`src/design/nvhc_pkg.sv`:
```
// Purpose: shared constants, types and timing helpers for the nv-backed sram host controller
// Assumes: 250 MHz clock, word-wide (x16) memory organisation
// Notes:   long transfer times are top-level parameters; short access times live here
package nvhc_pkg;

    ////////////////////////////////////////////////////////////////////////////////////////
    // widths and clock
    localparam int ADDR_W   = 18;   // 262,144 words
    localparam int DATA_W   = 16;
    localparam int LANE_W   = 2;
    localparam int CNT_W    = 24;
    localparam int CLK_NS   = 4;
    localparam int SEQ_LEN  = 6;

    // short pin timings in ns (plain defaults)
    localparam int ADDRESS_ACCESS_TIME_NS = 20;
    localparam int WRITE_DATA_SETUP_NS    = 10;
    localparam int WRITE_PULSE_NS         = 15;
    localparam int SYNC_STAGES            = 2;
    localparam int SETTLE_CYC             = 3;   // lets the busy line pass the synchroniser

    // least time in ns to whole cycles, never under one
    function automatic int ns_to_cyc_min(input int ns);
        int r;
        r = (ns + CLK_NS - 1) / CLK_NS;
        if (r < 1) begin
            r = 1;
        end
        return r;
    endfunction

    // read cycles include the two-stage data synchroniser
    localparam int READ_CYC  = ns_to_cyc_min(ADDRESS_ACCESS_TIME_NS) + SYNC_STAGES;
    localparam int WRITE_CYC = (ns_to_cyc_min(WRITE_PULSE_NS) > ns_to_cyc_min(WRITE_DATA_SETUP_NS))
                               ? ns_to_cyc_min(WRITE_PULSE_NS)
                               : ns_to_cyc_min(WRITE_DATA_SETUP_NS);

    ////////////////////////////////////////////////////////////////////////////////////////
    // arming prefix and final step of the software sequence
    localparam logic [15:0] SEQ_ARM0   = 16'h4E38;
    localparam logic [15:0] SEQ_ARM1   = 16'hB1C7;
    localparam logic [15:0] SEQ_ARM2   = 16'h83E0;
    localparam logic [15:0] SEQ_ARM3   = 16'h7C1F;
    localparam logic [15:0] SEQ_ARM4   = 16'h703F;
    localparam logic [15:0] SEQ_STORE  = 16'h8FC0;
    localparam logic [15:0] SEQ_RECALL = 16'h4C63;
    localparam logic [2:0]  SEQ_LAST   = 3'h5;

    ////////////////////////////////////////////////////////////////////////////////////////
    // user commands
    typedef enum logic [2:0] {
        OP_READ      = 3'b000,
        OP_WRITE     = 3'b001,
        OP_SW_STORE  = 3'b010,
        OP_SW_RECALL = 3'b011,
        OP_HW_STORE  = 3'b100
    } nvhc_op_type;

    typedef struct packed {
        nvhc_op_type              op;
        logic [ADDR_W-1:0]        addr;
        logic [DATA_W-1:0]        wdata;
        logic [LANE_W-1:0]        lane_n;  // [1] upper, [0] lower, active low
    } nvhc_cmd_type;

    // pins driven toward the memory
    typedef struct packed {
        logic [ADDR_W-1:0]        addr;
        logic                     chip_select_n;
        logic                     output_drive_n;
        logic                     write_strobe_n;
        logic                     upper_byte_sel_n;
        logic                     lower_byte_sel_n;
        logic [DATA_W-1:0]        dq_o;
        logic                     dq_oe;
        logic                     save_busy_oe;  // pulls the open-drain line low
    } nvhc_pins_type;

    localparam nvhc_pins_type PINS_IDLE = '{
        addr: '0, chip_select_n: 1'b1, output_drive_n: 1'b1, write_strobe_n: 1'b1,
        upper_byte_sel_n: 1'b1, lower_byte_sel_n: 1'b1, dq_o: '0, dq_oe: 1'b0,
        save_busy_oe: 1'b0};

    typedef enum logic [3:0] {
        ST_POWERUP   = 4'b0000,
        ST_IDLE      = 4'b0001,
        ST_READ      = 4'b0010,
        ST_WRITE     = 4'b0011,
        ST_WRITE_END = 4'b0100,
        ST_SEQ       = 4'b0101,
        ST_SEQ_GAP   = 4'b0110,
        ST_XFER      = 4'b0111,
        ST_HW_HOLD   = 4'b1000,
        ST_WAIT_HIGH = 4'b1001
    } nvhc_state_type;

    typedef struct packed {
        nvhc_state_type           state;
        logic [CNT_W-1:0]         cnt;
        logic [2:0]               idx;
        logic                     recall;
        logic                     ready;
        logic                     rsp_valid;
        logic [DATA_W-1:0]        rdata;
        nvhc_pins_type            pins;
    } nvhc_ctl_type;

endpackage

```
`src/design/nvhc_sync.sv`:
```
// Purpose: two-stage synchroniser for pin inputs
// Assumes: inputs are asynchronous to clk_in
// Notes:   the first stage feeds only the second
`timescale 1ns/1ns
`default_nettype none
module nvhc_sync #(
    parameter int WIDTH = 1
) (
    input  wire logic             clk_in,
    input  wire logic             rst_in,
    input  wire logic [WIDTH-1:0] async_in,
    output logic      [WIDTH-1:0] sync_out
);
    typedef struct packed {
        logic [WIDTH-1:0] first;
        logic [WIDTH-1:0] second;
    } nvhc_sync_type;

    nvhc_sync_type sync_r;
    nvhc_sync_type sync_nxt;

    // shift the pin value through both stages
    always_comb begin
        sync_nxt.first  = async_in;
        sync_nxt.second = sync_r.first;
    end

    // registers, released to the idle-high level
    always_ff @(posedge clk_in) begin
        if (rst_in) begin
            sync_r <= '1;
        end else begin
            sync_r <= sync_nxt;
        end
    end

    assign sync_out = sync_r.second;
endmodule
`default_nettype wire

```
`src/design/nvhc_ctrl.sv`:
```
// Purpose: host controller driving an nv-backed sram through its pins
// Assumes: word-wide part; save_busy_n is open drain with an external pull-up
// Notes:   one command at a time; results come back as a one-cycle rsp_valid_out
`timescale 1ns/1ns
`default_nettype none
module nvhc_ctrl #(
    parameter int SAVE_ENTRY_DELAY_NS         = 25000,
    parameter int SAVE_DURATION_NS            = 8000000,
    parameter int RESTORE_DURATION_NS         = 200000,
    parameter int POWERUP_RESTORE_DURATION_NS = 20000000
) (
    input  wire logic                           clk_in,
    input  wire logic                           rst_in,
    input  wire logic                           cmd_valid_in,
    input  wire nvhc_pkg::nvhc_cmd_type         cmd_in,
    output logic                                cmd_ready_out,
    output logic                                rsp_valid_out,
    output logic [nvhc_pkg::DATA_W-1:0]         rsp_rdata_out,
    output nvhc_pkg::nvhc_pins_type             pins_out,
    input  wire logic [nvhc_pkg::DATA_W-1:0]    dq_in,
    input  wire logic                           save_busy_n_in
);
    import nvhc_pkg::*;

    ////////////////////////////////////////////////////////////////////////////////////////
    // cycle counts of the long times
    localparam int ENTRY_CYC   = ns_to_cyc_min(SAVE_ENTRY_DELAY_NS);
    localparam int SAVE_CYC    = ns_to_cyc_min(SAVE_DURATION_NS);
    localparam int RESTORE_CYC = ns_to_cyc_min(RESTORE_DURATION_NS);
    localparam int PU_CYC      = ns_to_cyc_min(POWERUP_RESTORE_DURATION_NS);

    nvhc_ctl_type         st_r;
    nvhc_ctl_type         st_nxt;
    logic [DATA_W:0]      pin_sync;
    logic [DATA_W-1:0]    dq_sync;
    logic                 busy_low;

    // data and busy line pass two flip-flops before use
    nvhc_sync #(
        .WIDTH (DATA_W + 1)
    ) u_sync (
        .clk_in   (clk_in),
        .rst_in   (rst_in),
        .async_in ({save_busy_n_in, dq_in}),
        .sync_out (pin_sync)
    );

    assign dq_sync  = pin_sync[DATA_W-1:0];
    assign busy_low = ~pin_sync[DATA_W];

    ////////////////////////////////////////////////////////////////////////////////////////
    // address of each sequence step, upper bits zero
    function automatic logic [ADDR_W-1:0] seq_addr(input logic [2:0] idx, input logic rec);
        logic [15:0] v;
        case (idx)
            3'h0:    v = SEQ_ARM0;
            3'h1:    v = SEQ_ARM1;
            3'h2:    v = SEQ_ARM2;
            3'h3:    v = SEQ_ARM3;
            3'h4:    v = SEQ_ARM4;
            default: v = rec ? SEQ_RECALL : SEQ_STORE;
        endcase
        return {{(ADDR_W-16){1'b0}}, v};
    endfunction

    // put one chip-select controlled sequence read on the pins
    function automatic nvhc_pins_type seq_pins(input logic [2:0] idx, input logic rec);
        nvhc_pins_type p;
        p                  = PINS_IDLE;
        p.addr             = seq_addr(idx, rec);
        p.chip_select_n    = 1'b0;
        p.output_drive_n   = 1'b0;
        p.upper_byte_sel_n = 1'b0;
        p.lower_byte_sel_n = 1'b0;
        return p;
    endfunction

    ////////////////////////////////////////////////////////////////////////////////////////
    // next-state logic
    always_comb begin
        st_nxt           = st_r;
        st_nxt.rsp_valid = 1'b0;
        case (st_r.state)
            // wait out the power-up restore, then for the busy line to rise
            ST_POWERUP: begin
                if (st_r.cnt != '0) begin
                    st_nxt.cnt = st_r.cnt - 1'b1;
                end else if (!busy_low) begin
                    st_nxt.state = ST_IDLE;
                    st_nxt.ready = 1'b1;
                end
            end
            // accept a command only while the busy line is high
            ST_IDLE: begin
                st_nxt.ready = !busy_low;
                if (cmd_valid_in && st_r.ready && !busy_low) begin
                    st_nxt.ready = 1'b0;
                    case (cmd_in.op)
                        OP_READ: begin
                            st_nxt.pins.addr             = cmd_in.addr;
                            st_nxt.pins.chip_select_n    = 1'b0;
                            st_nxt.pins.output_drive_n   = 1'b0;
                            st_nxt.pins.upper_byte_sel_n = cmd_in.lane_n[1];
                            st_nxt.pins.lower_byte_sel_n = cmd_in.lane_n[0];
                            st_nxt.cnt                   = CNT_W'(READ_CYC);
                            st_nxt.state                 = ST_READ;
                        end
                        OP_WRITE: begin
                            st_nxt.pins.addr             = cmd_in.addr;
                            st_nxt.pins.chip_select_n    = 1'b0;
                            st_nxt.pins.write_strobe_n   = 1'b0;
                            st_nxt.pins.output_drive_n   = 1'b1;
                            st_nxt.pins.upper_byte_sel_n = cmd_in.lane_n[1];
                            st_nxt.pins.lower_byte_sel_n = cmd_in.lane_n[0];
                            st_nxt.pins.dq_o             = cmd_in.wdata;
                            st_nxt.pins.dq_oe            = 1'b1;
                            st_nxt.cnt                   = CNT_W'(WRITE_CYC);
                            st_nxt.state                 = ST_WRITE;
                        end
                        OP_SW_STORE, OP_SW_RECALL: begin
                            st_nxt.recall = (cmd_in.op == OP_SW_RECALL);
                            st_nxt.idx    = 3'h0;
                            st_nxt.pins   = seq_pins(3'h0, cmd_in.op == OP_SW_RECALL);
                            st_nxt.cnt    = CNT_W'(READ_CYC);
                            st_nxt.state  = ST_SEQ;
                        end
                        OP_HW_STORE: begin
                            st_nxt.pins.save_busy_oe = 1'b1;
                            st_nxt.cnt               = CNT_W'(ENTRY_CYC);
                            st_nxt.state             = ST_HW_HOLD;
                        end
                        default: begin
                            st_nxt.ready = 1'b1;  // unknown code is dropped
                        end
                    endcase
                end
            end
            // hold the read selected until the data has settled and been sampled
            ST_READ: begin
                if (st_r.cnt != '0) begin
                    st_nxt.cnt = st_r.cnt - 1'b1;
                end else begin
                    st_nxt.rdata     = dq_sync;
                    st_nxt.pins      = PINS_IDLE;
                    st_nxt.rsp_valid = 1'b1;
                    st_nxt.state     = ST_IDLE;
                end
            end
            // strobe ends first, address and data held one cycle past it
            ST_WRITE: begin
                if (st_r.cnt != '0) begin
                    st_nxt.cnt = st_r.cnt - 1'b1;
                end else begin
                    st_nxt.pins.write_strobe_n = 1'b1;
                    st_nxt.state               = ST_WRITE_END;
                end
            end
            ST_WRITE_END: begin
                st_nxt.pins      = PINS_IDLE;
                st_nxt.rsp_valid = 1'b1;
                st_nxt.state     = ST_IDLE;
            end
            // one sequence step; no other access may slip in between
            ST_SEQ: begin
                if (st_r.cnt != '0) begin
                    st_nxt.cnt = st_r.cnt - 1'b1;
                end else begin
                    st_nxt.pins = PINS_IDLE;
                    if (st_r.idx == SEQ_LAST) begin
                        st_nxt.cnt   = st_r.recall ? CNT_W'(RESTORE_CYC) : CNT_W'(SAVE_CYC);
                        st_nxt.state = ST_XFER;
                    end else begin
                        st_nxt.idx   = st_r.idx + 3'h1;
                        st_nxt.state = ST_SEQ_GAP;
                    end
                end
            end
            // chip select high for one cycle between steps
            ST_SEQ_GAP: begin
                st_nxt.pins  = seq_pins(st_r.idx, st_r.recall);
                st_nxt.cnt   = CNT_W'(READ_CYC);
                st_nxt.state = ST_SEQ;
            end
            // transfer running: bus stays idle
            ST_XFER: begin
                if (st_r.cnt != '0) begin
                    st_nxt.cnt = st_r.cnt - 1'b1;
                end else begin
                    st_nxt.cnt   = CNT_W'(SETTLE_CYC);
                    st_nxt.state = ST_WAIT_HIGH;
                end
            end
            // pull the line for the entry delay, then let go
            ST_HW_HOLD: begin
                if (st_r.cnt != '0) begin
                    st_nxt.cnt = st_r.cnt - 1'b1;
                end else begin
                    st_nxt.pins.save_busy_oe = 1'b0;
                    st_nxt.cnt               = CNT_W'(SETTLE_CYC);
                    st_nxt.state             = ST_WAIT_HIGH;
                end
            end
            // device may keep the line low while it saves, or skip the save
            ST_WAIT_HIGH: begin
                if (st_r.cnt != '0) begin
                    st_nxt.cnt = st_r.cnt - 1'b1;
                end else if (!busy_low) begin
                    st_nxt.rsp_valid = 1'b1;
                    st_nxt.ready     = 1'b1;
                    st_nxt.state     = ST_IDLE;
                end
            end
            default: begin
                st_nxt       = st_r;
                st_nxt.pins  = PINS_IDLE;
                st_nxt.state = ST_IDLE;
            end
        endcase
    end

    ////////////////////////////////////////////////////////////////////////////////////////
    // state register
    always_ff @(posedge clk_in) begin
        if (rst_in) begin
            st_r           <= '0;
            st_r.state     <= ST_POWERUP;
            st_r.cnt       <= CNT_W'(PU_CYC);
            st_r.pins      <= PINS_IDLE;
        end else begin
            st_r <= st_nxt;
        end
    end

    // outputs straight from the state register
    assign cmd_ready_out = st_r.ready;
    assign rsp_valid_out = st_r.rsp_valid;
    assign rsp_rdata_out = st_r.rdata;
    assign pins_out      = st_r.pins;
endmodule
`default_nettype wire

```
`config.mk`:
```
export PLATFORM = sky130hd
export DESIGN_NAME = nvhc_ctrl
export DESIGN_NICKNAME = d
export VERILOG_FILES = /design/src/design/nvhc_pkg.sv /design/src/design/nvhc_sync.sv /design/src/design/nvhc_ctrl.sv
export SDC_FILE = /design/constraint.sdc
export NUM_CORES = 1
export LEC_CHECK = 0
export ABC_AREA = 0
export BUFFER_PORTS_ARGS = -buffer_cell sky130_fd_sc_hd__buf_2
export CORE_MARGIN = 8
export CORE_UTILIZATION = 56
export DETAILED_ROUTE_END_ITERATION = 12
export PLACE_DENSITY = 0.83
export SETUP_SLACK_MARGIN = 0.2
export SLEW_MARGIN = 20
export SYNTH_ARGS = -nofsm -noshare
export SYNTH_HDL_FRONTEND = slang
export SYNTH_SLANG_ARGS = --single-unit
```
`constraint.sdc`:
```
create_clock -name clk_in -period 2.4 [get_ports clk_in]
set_input_delay 0.6 -clock clk_in [delete_from_list [all_inputs] [get_ports clk_in]]
set_output_delay 0.6 -clock clk_in [all_outputs]
set_load 0.01 [all_outputs]
```
==> results of run 1 <==
## what timing repair did
item	CTS	global route
pin swaps	0	4
resized for setup	12	28
gates cloned	0	1
setup endpoints to repair	59	74
buffers inserted	0	5
## registers in the layout, summed over array words and instances, names as in the netlist
name	count
rsp_rdata_out	16
st_r	32
u_sync.sync_out	17
rsp_valid_out	1
u_sync.sync_nxt	17
cmd_ready_out	1
pins_out	41
## cells in the final DEF, fill, tap and decap left out, types with 5 or more instances in the layout
cell type	count
a22o_1	16
and2_1	5
nor2_1	61
nand2b_1	11
a311oi_1	14
mux2i_1	5
dfxtp_2	8
nor2b_1	5
nand4_1	5
nand2_1	83
or2_2	39
buf_4	52
inv_1	9
inv_6	6
a21oi_1	71
clkbuf_16	16
dfxtp_1	117
o21ai_0	40
ha_1	6
a211oi_1	11
nand3_1	12
xnor2_1	5
o22ai_1	6
buf_2	117
nor3_1	13
a31oi_1	7
## layer usage
| metal | GRT usage, % | share of wire [%] | up-vias |
|---|---|---|---|
| met5 | 0 | 0 | - |
| met4 | 11.6 | 2.9 | 0 |
| met3 | 5.86 | 7.2 | 44 |
| met2 | 42.0 | 49 | 271 |
| met1 | 27.6 | 41 | 2764 |
| li1 | - | - | 2744 |
## area by class of cell
| cell class | instances | area [sq um] | share of cell area [%] |
|---|---|---|---|
| Inverter | 9 | 33.8 | 0.454 |
| Tap cell | 140 | 175 | 2.35 |
| Sequential cell | 125 | 2510 | 33.7 |
| Clock inverter | 15 | 173 | 2.32 |
| Clock buffer | 17 | 414 | 5.56 |
| Timing Repair Buffer | 174 | 1050 | 14.1 |
| Multi-Input combinational cell | 501 | 3090 | 41.5 |
## per-stage QoR
| stage | power, uW | worst slack (ns) |
|---|---|---|
| after floorplan | 2350 | 0.257 |
| after global placement | 2440 | 0.139 |
| after detailed placement | 2450 | 0.0629 |
| after CTS | 5010 | 0.204 |
| after global routing | 5160 | 0.111 |
| final | 5000 | 0.184 |
## worst paths after layout
path                                                       end  slack [ns]  cells after the start
worst min register to register   u_sync.sync_out[2]$_SDFF_PP1_        0.41                      1
worst max-delay path                     st_r[60]$_SDFFE_PP0P_        0.18                      7
worst min-delay path            u_sync.sync_nxt[14]$_SDFF_PP1_        0.25                      2
worst max register to register           st_r[60]$_SDFFE_PP0P_        0.18                      7
## cell families after synthesis
logic type,synth area share (%)
and+or+nand+nor,22.2
AOI/OAI and AO/OA,22.0
xor gates and xnor gates,1.28
DFF,40.5
muxes,1.18
buffers and inverters,11.4
adders and majority gates,1.42
## where the power goes
part	internal, uW	switching, uW
Clock	1520	1050
Combinational	131	139
Sequential	2130	43.0
Total	3770	1230
## worst max-delay path: cells and delay by family (launching register included)
| kind | cells | cell delay (ns) |
|---|---|---|
| buffers and inverters | 1 | 0.18 |
| AOI/OAI and AO/OA | 2 | 0.35 |
| and+or+nand+nor | 4 | 1.26 |
| DFF | 1 | 0.35 |
==> out/summary.txt, run 1 <==
Final Skew -> 0.00920 ns
gpl congestion -> 1.01
critical path arrival -> 2.67 ns
drt via density -> 5.94
Peak VDD IR -> 0.624 mV
Max Root-Sink Buffers -> 2
hold slack -> 0.250 ns
DRC -> 0
Finished Core Util -> 69.0%
Die Y -> 121 um
layout cells sized above 1 -> 33.9%
Num CTS Buffers -> 17
Hold Crit Start -> dq_in[14]
Die Wd -> 121 um
fmax -> 451 MHz
GRT overflow -> 0
asr flop ratio synth -> 0%
Worst path max stage delay -> 0.39 ns
number of fill cells in the layout -> 792
port bufs -> 117
setup_tns -> 0 ns
crit share post-route -> 92.3%
clock latency on the worst-skew pair -> 0.53 ns
largest net degree at the start of global routing -> 76
Setup crit end kind -> register
status -> complete, no violations
IO Count -> 118
Tightest Pin Transition -> 0.437 ns
wire per inst -> 18.5 um
Post-DP HPWL -> 12600 um
PD cells -> 672 nW/um^2
CTS tree -> done
RSZ-0062 raised after global routing -> yes
Period minus WS final -> 2.22 ns
crit-path cells -> nor4_4 -> and2_4 -> and3_4 -> buf_4 -> a31oi_1 -> or3_1 -> a21oi_1
Nets -> 894
vias in the first global route -> 5654
vias -> 5823
dominant cell type by area after synthesis -> dfxtp_1
max-slew violation count -> 0
Area after DPL -> 6670 sq um
slowest stage cell, crit path -> nor4_4
# rows -> 38
initial core utilization -> 57.2%
YS warnings -> 0
Post-Layout Cell Count -> 981
top_reg_cell synth -> dfxtp_1
Fin. Hold Viols -> 0
CTS Hold Bufs -> 0
r2r startpoint -> st_r[82]$_SDFFE_PP1P_
relative slew slack -> 70.7%
Die ar. -> 14600 sq um
initial antenna violation count -> 0
Max Cap Viol -> 0
final antenna-violating net count -> 0
average cell area after synthesis -> 8.31 sq um
CTS sink cnt -> 125
CTS root buf -> clkbuf_8
synthesis-to-layout area growth -> 20.6%
Post-synth top cells -> dfxtp_1, nand2_1, a21oi_1
top-count cell post-synth -> dfxtp_1
critical path required time -> 2.85 ns
first-pass detailed-route iteration total -> 5
Post-synth EDFFs -> 0
Clock transition at path regs -> 0.06 ns
synthesized net count -> 809
share of the synthesized area in the top cell type -> 40.5%
worst-path fanout max -> 8
n_diodes -> 0
Leakage -> 0.00301 uW
Synth Register Bits -> 125
Post-Synthesis Cells -> 743
global-route wire length before repair -> 28500 um
Core ar. -> 10800 sq um
Post-Syn Area -> 6170 sq um
register area share after synthesis -> 40.5%
Startpoint Class -> register
DRT iter0 DRCs -> 664
final instance area -> 7440 sq um
WL final -> 18200 um
largest cells by area after synthesis -> dfxtp_1, buf_4, a21oi_1, nand2_1, or2_2
Yosys cell types -> 65
worst hold path class -> in2reg
DP Cell Count -> 943
Setup Crit Path Kind -> reg2reg
CTS H-tree depth -> 4
Final setup viols -> 0
Worst setup startpoint -> st_r[82]$_SDFFE_PP1P_
GRT Overall Usage -> 24.3%
No activity file was read; power rests on OpenSTA's default activity.
==> run 2: changes to the inputs <==
Settings changed: REMOVE_ABC_BUFFERS set to 1.
==> run 2 against run 1 <==
Effect of this change:
- largest power group unchanged
- utilization rose by 1.5 points
- cell count is 1.5% higher
- first-iteration DRC count grew 4.7%
==> out/summary.txt, run 2 (synthesis results as in run 1) <==
final instance area -> 7610 sq um (+2.2%)
Die Y -> 121 um (unchanged)
Die Wd -> 121 um (unchanged)
gpl congestion -> 0.975 (-3.1%)
WL final -> 18100 um (-0.31%)
Hold EP -> u_sync.sync_nxt[3]$_SDFF_PP1_
fmax -> 457 MHz (+1.3%)
Nets -> 909 (+1.7%)
RR Endpoint -> st_r[63]$_SDFFE_PP0P_
PnR Total Power -> 4940 uW (-1.3%)
clock latency on the worst-skew pair -> 0.52 ns (about the same)
synthesis-to-layout area growth -> 23.3%
hold slack -> 0.253 ns (+0.00293 ns)
RSZ-0062 raised after global routing -> yes
CTS H-tree depth -> 4 (unchanged)
IO Count -> 118 (unchanged)
GRT Overall Usage -> 23.5% (-0.84 points)
CP most frequent cell -> buf_4
Critical path buffers and inverters -> 3 (+2)
max-slew violation count -> 0 (unchanged)
vias -> 5937 (+2.0%)
worst-path fanout max -> 6 (-2)
CTS root buf -> clkbuf_8
Setup Crit Path Kind -> reg2reg
Setup crit end kind -> register
commonest non-fill, non-tap cells in the layout -> buf_2, dfxtp_1, nand2_1
status -> complete, no violations
DP Cell Count -> 952 (+0.95%)
Fin. Hold Viols -> 0 (unchanged)
GRT overflow -> 0 (unchanged)
DRC -> 0 (unchanged)
worst-case reg-to-reg path depth -> 9 (+2)
Final setup viols -> 0 (unchanged)
CP top delay family -> simple AND/OR/NAND/NOR gates
Peak VDD IR -> 0.415 mV (-34%)
Post-Layout Cell Count -> 996 (+1.5%)
initial antenna violation count -> 0 (unchanged)
largest net degree at the start of global routing -> 54 (-29%)
r2r startpoint -> st_r[75]$_SDFFE_PP0P_
max FFs per register -> 41 (unchanged)
DRT iter0 DRCs -> 695 (+4.7%)
Max Cap Viol -> 0 (unchanged)
crit share post-route -> 91.1% (-1.2 points)
Clock transition at path regs -> 0.07 ns (about the same)
layout cells sized above 1 -> 35.9% (+2.0 points)
critical path arrival -> 2.60 ns (-0.07 ns)
first-pass detailed-route iteration total -> 5 (unchanged)
commonest non-fill, non-tap cell in the layout -> buf_2
Final Skew -> 0.00912 ns (-0.0000764 ns)
setup_tns -> 0 ns (unchanged)
PD cells -> 649 nW/um^2 (-3.4%)
final antenna-violating net count -> 0 (unchanged)
CTS Hold Bufs -> 0 (unchanged)
drt via density -> 5.96 (+0.42%)
vias in the first global route -> 5581 (-1.3%)
port bufs -> 117 (unchanged)
initial core utilization -> 57.2% (unchanged)
Worst path max stage delay -> 0.39 ns (about the same)
Startpoint Class -> register
Post-DP HPWL -> 12500 um (-0.96%)
hold path cells -> 2 (unchanged)
Area after DPL -> 6740 sq um (+1.0%)
crit-path cells -> nor4_4 -> and2_4 -> and3_4 -> buf_4 -> buf_4 -> a21o_1 -> buf_4 -> a31oi_1 -> o32ai_1
Core ar. -> 10800 sq um (unchanged)
global-route wire length before repair -> 27800 um (-2.3%)
Tightest Pin Transition -> 0.545 ns (+0.108 ns)
Num CTS Buffers -> 17 (unchanged)
CTS tree -> done
Die ar. -> 14600 sq um (unchanged)
CTS sink cnt -> 125 (unchanged)
wire per inst -> 18.2 um (-1.8%)
worst hold path class -> in2reg
Period minus WS final -> 2.19 ns (-0.0293 ns)
Leakage -> 0.00308 uW (+2.5%)
Reg2Reg Setup Slack -> 0.21 ns (+0.03 ns)
n_diodes -> 0 (unchanged)
Max Root-Sink Buffers -> 2 (unchanged)
# rows -> 38 (unchanged)
critical path required time -> 2.82 ns (-0.03 ns)
relative slew slack -> 63.4% (-7.3 points)
slowest stage cell, crit path -> dfxtp_1
Hold Crit Start -> dq_in[3]
## run 2: cell types whose count changed in the layout (fill, tap and decap cells not counted), moves of 3 or more
cell     previous run  this run
buf_4              52        65
nand2_1            83        80
nand2_2             0         3
nor2_2              0         3
## run 2: worst reg2reg max path: cells and delay by family, from the launching register on
family                 cells  cell delay (ns)
flip-flops                 1             0.39
buffers and inverters      3             0.40
AO/OA/AOI/OAI              3             0.47
AND/OR/NAND/NOR            3             0.82
## run 2: layout make-up
class | count | area [sq um]
Clock buffer | 18 | 428
Clock inverter | 14 | 146
Fill cell | 824 | 3190
Inverter | 9 | 33.8
Multi-Input combinational cell | 501 | 3130
Sequential cell | 125 | 2510
Tap cell | 140 | 175
Timing Repair Buffer | 189 | 1180
## run 2: worst max-delay path by stage
stage,cells after the start,from,endpoint,slack [ns]
after floorplan,6,st_r[87]$_SDFFE_PP0P_,pins_out[0]$_SDFFE_PP0P_,-0.14
after global placement,8,st_r[88]$_SDFFE_PP0P_,st_r[68]$_SDFFE_PP0P_,0.16
after detailed placement,6,st_r[79]$_SDFFE_PP0P_,pins_out[3]$_SDFFE_PP0P_,0.08
after CTS,8,st_r[79]$_SDFFE_PP0P_,pins_out[3]$_SDFFE_PP0P_,0.19
after global routing,8,st_r[82]$_SDFFE_PP1P_,pins_out[3]$_SDFFE_PP0P_,0.14
final,9,st_r[75]$_SDFFE_PP0P_,st_r[63]$_SDFFE_PP0P_,0.21
## run 2: repair_timing
item | 4_1_cts | 5_1_grt
pin swaps | 1 | 17
buffers inserted | 2 | 8
endpoints found under the setup margin | 46 | 62
gates resized for setup | 6 | 46
gates cloned | 0 | 2
## run 2: metrics by stage
step | worst slack (ns) | utilization (%)
3_3_place_gp | 0.165 | 62.5
4_1_cts | 0.194 | 68.1
6_report | 0.213 | 70.5
3_5_place_dp | 0.0768 | 62.5
5_1_grt | 0.144 | 70.5
2_1_floorplan | -0.139 | -
## run 2: layer usage
metal | GRT usage [%] | up-vias | share of wire [%]
met4 | 8.20 | 0 | 2.4
met3 | 5.72 | 53 | 9.0
met5 | 0 | - | 0
met2 | 39.5 | 347 | 48
met1 | 28.5 | 2747 | 40
li1 | - | 2790 | -
## run 2: report_power, final
| part | leakage (uW) | total (uW) | internal (uW) | switching, uW |
|---|---|---|---|---|
| sequential | 0.00102 | 2170 | 2130 | 46.7 |
| combinational | 0.00179 | 293 | 139 | 154 |
| clock | 0.000278 | 2470 | 1440 | 1030 |
==> run 3: changes to the inputs <==
Settings changed: CORE_MARGIN 8 to not set, PLACE_DENSITY 0.83 to 0.82, SYNTH_HIERARCHICAL set to 1.
==> run 3 against run 2 <==
Effect of this change:
- largest cell class unchanged
- register-to-register slack got worse by 0.11 ns
- sequential share of layout area decreased by 3.0 points
- synthesized cell count increased by 4.4%
- non-clock buffer count increased by 32
- cell count increased by 6.5%
==> out/summary.txt, run 3 <==
Nets -> 974 (+7.2%)
CTS H-tree depth -> 4 (unchanged)
Post-synth EDFFs -> 0 (unchanged)
register area share after synthesis -> 39.8% (-0.76 points)
Die ar. -> 11700 sq um (-20%)
IO Count -> 118 (unchanged)
Peak VDD IR -> 0.661 mV (+59%)
CTS root buf -> clkbuf_8
Tightest Pin Transition -> 0.668 ns (+0.123 ns)
relative slew slack -> 55.4% (-8.0 points)
Finished Core Util -> 76.7% (+6.2 points)
layout cells sized above 1 -> 36.7% (+0.83 points)
wire per inst -> 18.7 um (+3.0%)
CTS Hold Bufs -> 0 (unchanged)
Setup Crit Path Kind -> reg2reg
critical path arrival -> 2.71 ns (+0.11 ns)
gpl congestion -> 0.969 (-0.54%)
Die Y -> 108 um (-11%)
fmax -> 435 MHz (-4.9%)
Core ar. -> 10900 sq um (+0.88%)
RSZ-0062 raised after global routing -> yes
Worst path max stage delay -> 0.55 ns (+0.16 ns)
GRT Overall Usage -> 32.5% (+9.1 points)
register area -> 2510 sq um (-0.25%)
Fin. Hold Viols -> 0 (unchanged)
Critical path buffers and inverters -> 2 (-1)
commonest non-fill, non-tap cell in the layout -> dfxtp_1
crit share post-route -> 95.8% (+4.7 points)
top-count cell post-synth -> dfxtp_1
critical path required time -> 2.81 ns (about the same)
initial antenna violation count -> 0 (unchanged)
Yosys cell types -> 71 (+9.2%)
slowest stage cell, crit path -> or4_4
number of fill cells in the layout -> 686 (-17%)
average cell area after synthesis -> 8.11 sq um (-2.4%)
Die Wd -> 108 um (-11%)
largest cells by area after synthesis -> dfxtp_1, buf_4, nand2_1, a21oi_1, or2_1
max FFs per register -> 41 (unchanged)
drt via density -> 6.11 (+2.5%)
vias in the first global route -> 6029 (+8.0%)
Post-DP HPWL -> 12400 um (-0.35%)
Clk pwr share -> 34.8% (-15 points)
dominant cell type by area after synthesis -> dfxtp_1
Gate power share -> 34.1% (+28 points)
Area after DPL -> 7050 sq um (+4.6%)
Final setup viols -> 0 (unchanged)
worst hold path class -> in2reg
# rows -> 38 (unchanged)
n_diodes -> 0 (unchanged)
Post-Synthesis Cells -> 776 (+4.4%)
CP top delay family -> simple AND/OR/NAND/NOR gates
first-pass detailed-route iteration total -> 6 (+1)
Synth Register Bits -> 125 (unchanged)
Pint -> 5050 uW (+36%)
global-route wire length before repair -> 29500 um (+5.9%)
port bufs -> 117 (unchanged)
synthesis-to-layout area growth -> 32.7%
Max Root-Sink Buffers -> 2 (unchanged)
crit-path cells -> or4_4 -> and4bb_2 -> buf_6 -> o2111ai_4 -> o211ai_1 -> buf_4 -> a31oi_1 -> a211o_1
PD cells -> 913 nW/um^2 (+41%)
top_reg_cell synth -> dfxtp_1
commonest non-fill, non-tap cells in the layout -> dfxtp_1, buf_2, nand2_1
Num CTS Buffers -> 17 (unchanged)
Period minus WS final -> 2.30 ns (+0.113 ns)
clock latency on the worst-skew pair -> 0.53 ns (about the same)
Clock transition at path regs -> 0.06 ns (about the same)
Max Cap Viol -> 0 (unchanged)
vias -> 6484 (+9.2%)
CTS sink cnt -> 125 (unchanged)
area of the multi-input gates -> 3490 sq um (+12%)
switching share of power -> 33.8% (+8.8 points)
initial core utilization -> 57.8% (+0.58 points)
worst-path fanout max -> 6 (unchanged)
sequential share of power -> 31.1% (-13 points)
CTS tree -> done
status -> complete, no violations
DRC -> 0 (unchanged)
asr flop ratio synth -> 0% (unchanged)
final instance area -> 8350 sq um (+9.7%)
final antenna-violating net count -> 0 (unchanged)
share of the synthesized area in the top cell type -> 39.8% (-0.76 points)
YS warnings -> 6 (+6)
max-slew violation count -> 0 (unchanged)
Setup crit end kind -> register
Startpoint Class -> register
Sw Pwr -> 2580 uW (+110%)
Final Skew -> 0.0119 ns (+0.00282 ns)
DRT iter0 DRCs -> 780 (+12%)
GRT overflow -> 0 (unchanged)
WL final -> 19900 um (+9.7%)
largest net degree at the start of global routing -> 47 (-13%)
Post-Syn Area -> 6290 sq um (+1.9%)
Leakage -> 0.00332 uW (+7.7%)
Post-synth top cells -> dfxtp_1, nand2_1, a21oi_1
-- run 3: power by group through the flow --
stage / clock network (uW) / logic, uW / registers [uW]
floorplan: 0 / 1080 / 2460
global placement: 0 / 2030 / 2360
detailed placement: 0 / 2080 / 2370
CTS: 2650 / 2290 / 2340
global route: 2760 / 2770 / 2380
finish: 2650 / 2600 / 2370
-- run 3: layout make-up --
cell class	instances	share of cell area, %
inverters	12	0.570
clock inverters	11	1.90
multi-input cells	531	41.8
repair buffers	221	18.0
well taps	140	2.10
clock buffers	21	5.50
flip-flops and latches	125	30.1
-- run 3: final timing paths --
path | startpoint | end | slack, ns | depth (start not counted)
hold reg to reg | u_sync/sync_nxt[2]$_SDFF_PP1_ | u_sync/sync_out[2]$_SDFF_PP1_ | 0.40 | 1
setup / recovery | st_r[81]$_SDFFE_PP1P_ | st_r[77]$_SDFFE_PP1P_ | 0.10 | 8
setup reg to reg | st_r[81]$_SDFFE_PP1P_ | st_r[77]$_SDFFE_PP1P_ | 0.10 | 8
hold / removal | save_busy_n_in | u_sync/sync_nxt[16]$_SDFF_PP1_ | 0.25 | 2
-- run 3: logic make-up (layout without fill, tap and decap cells) --
group / Yosys count / after routing / share of synthesized area, %
AOI/OAI and AO/OA: 210 / 210 / 22.4
and+or+nand+nor: 307 / 308 / 24.1
adders and majority gates: 7 / 7 / 1.39
DFF: 125 / 125 / 39.8
buffers and inverters: 121 / 265 / 11.5
muxes: 2 / 2 / 0.338
xor gates and xnor gates: 4 / 4 / 0.557
-- run 3: metal layers --
metal  vias to the layer above  part of all wire [%]  global-route usage, %
li1                       2982                     -                      -
met1                      3047                    39                   38.7
met2                       370                    50                   55.7
met3                        85                   7.6                   6.93
met4                         0                   3.9                   15.1
met5                         -                     0                      0
-- run 3: worst reg2reg max path, delay by kind of cell (launching register included) --
kind            cells  cell delay (ns)
flops               1             0.32
simple gates        2             0.92
buf+inv             2             0.30
compound gates      4             0.65
-- run 3: through the flow --
| step | setup TNS [ns] | cells | setup WS (ns) | total power, uW | hold WS [ns] |
|---|---|---|---|---|---|
| floorplan | -11.84 | 667 | -0.585 | 3540 | 0.383 |
| global placement | 0 | 1008 | 0.0422 | 4390 | 0.386 |
| detailed placement | -1.00 | 1008 | -0.0819 | 4440 | 0.389 |
| CTS | 0 | 1047 | 0.183 | 7290 | 0.239 |
| global route | 0 | 1061 | 0.0758 | 7910 | 0.243 |
| finish | 0 | 1061 | 0.100 | 7630 | 0.248 |
-- run 3: timing repair --
action	4_1_cts	5_1_grt
gates resized for setup	51	73
endpoints found under the setup margin	86	85
setup buffers	4	13
endpoints found under the hold margin	0	0
cloned	3	1
pin swaps	18	46
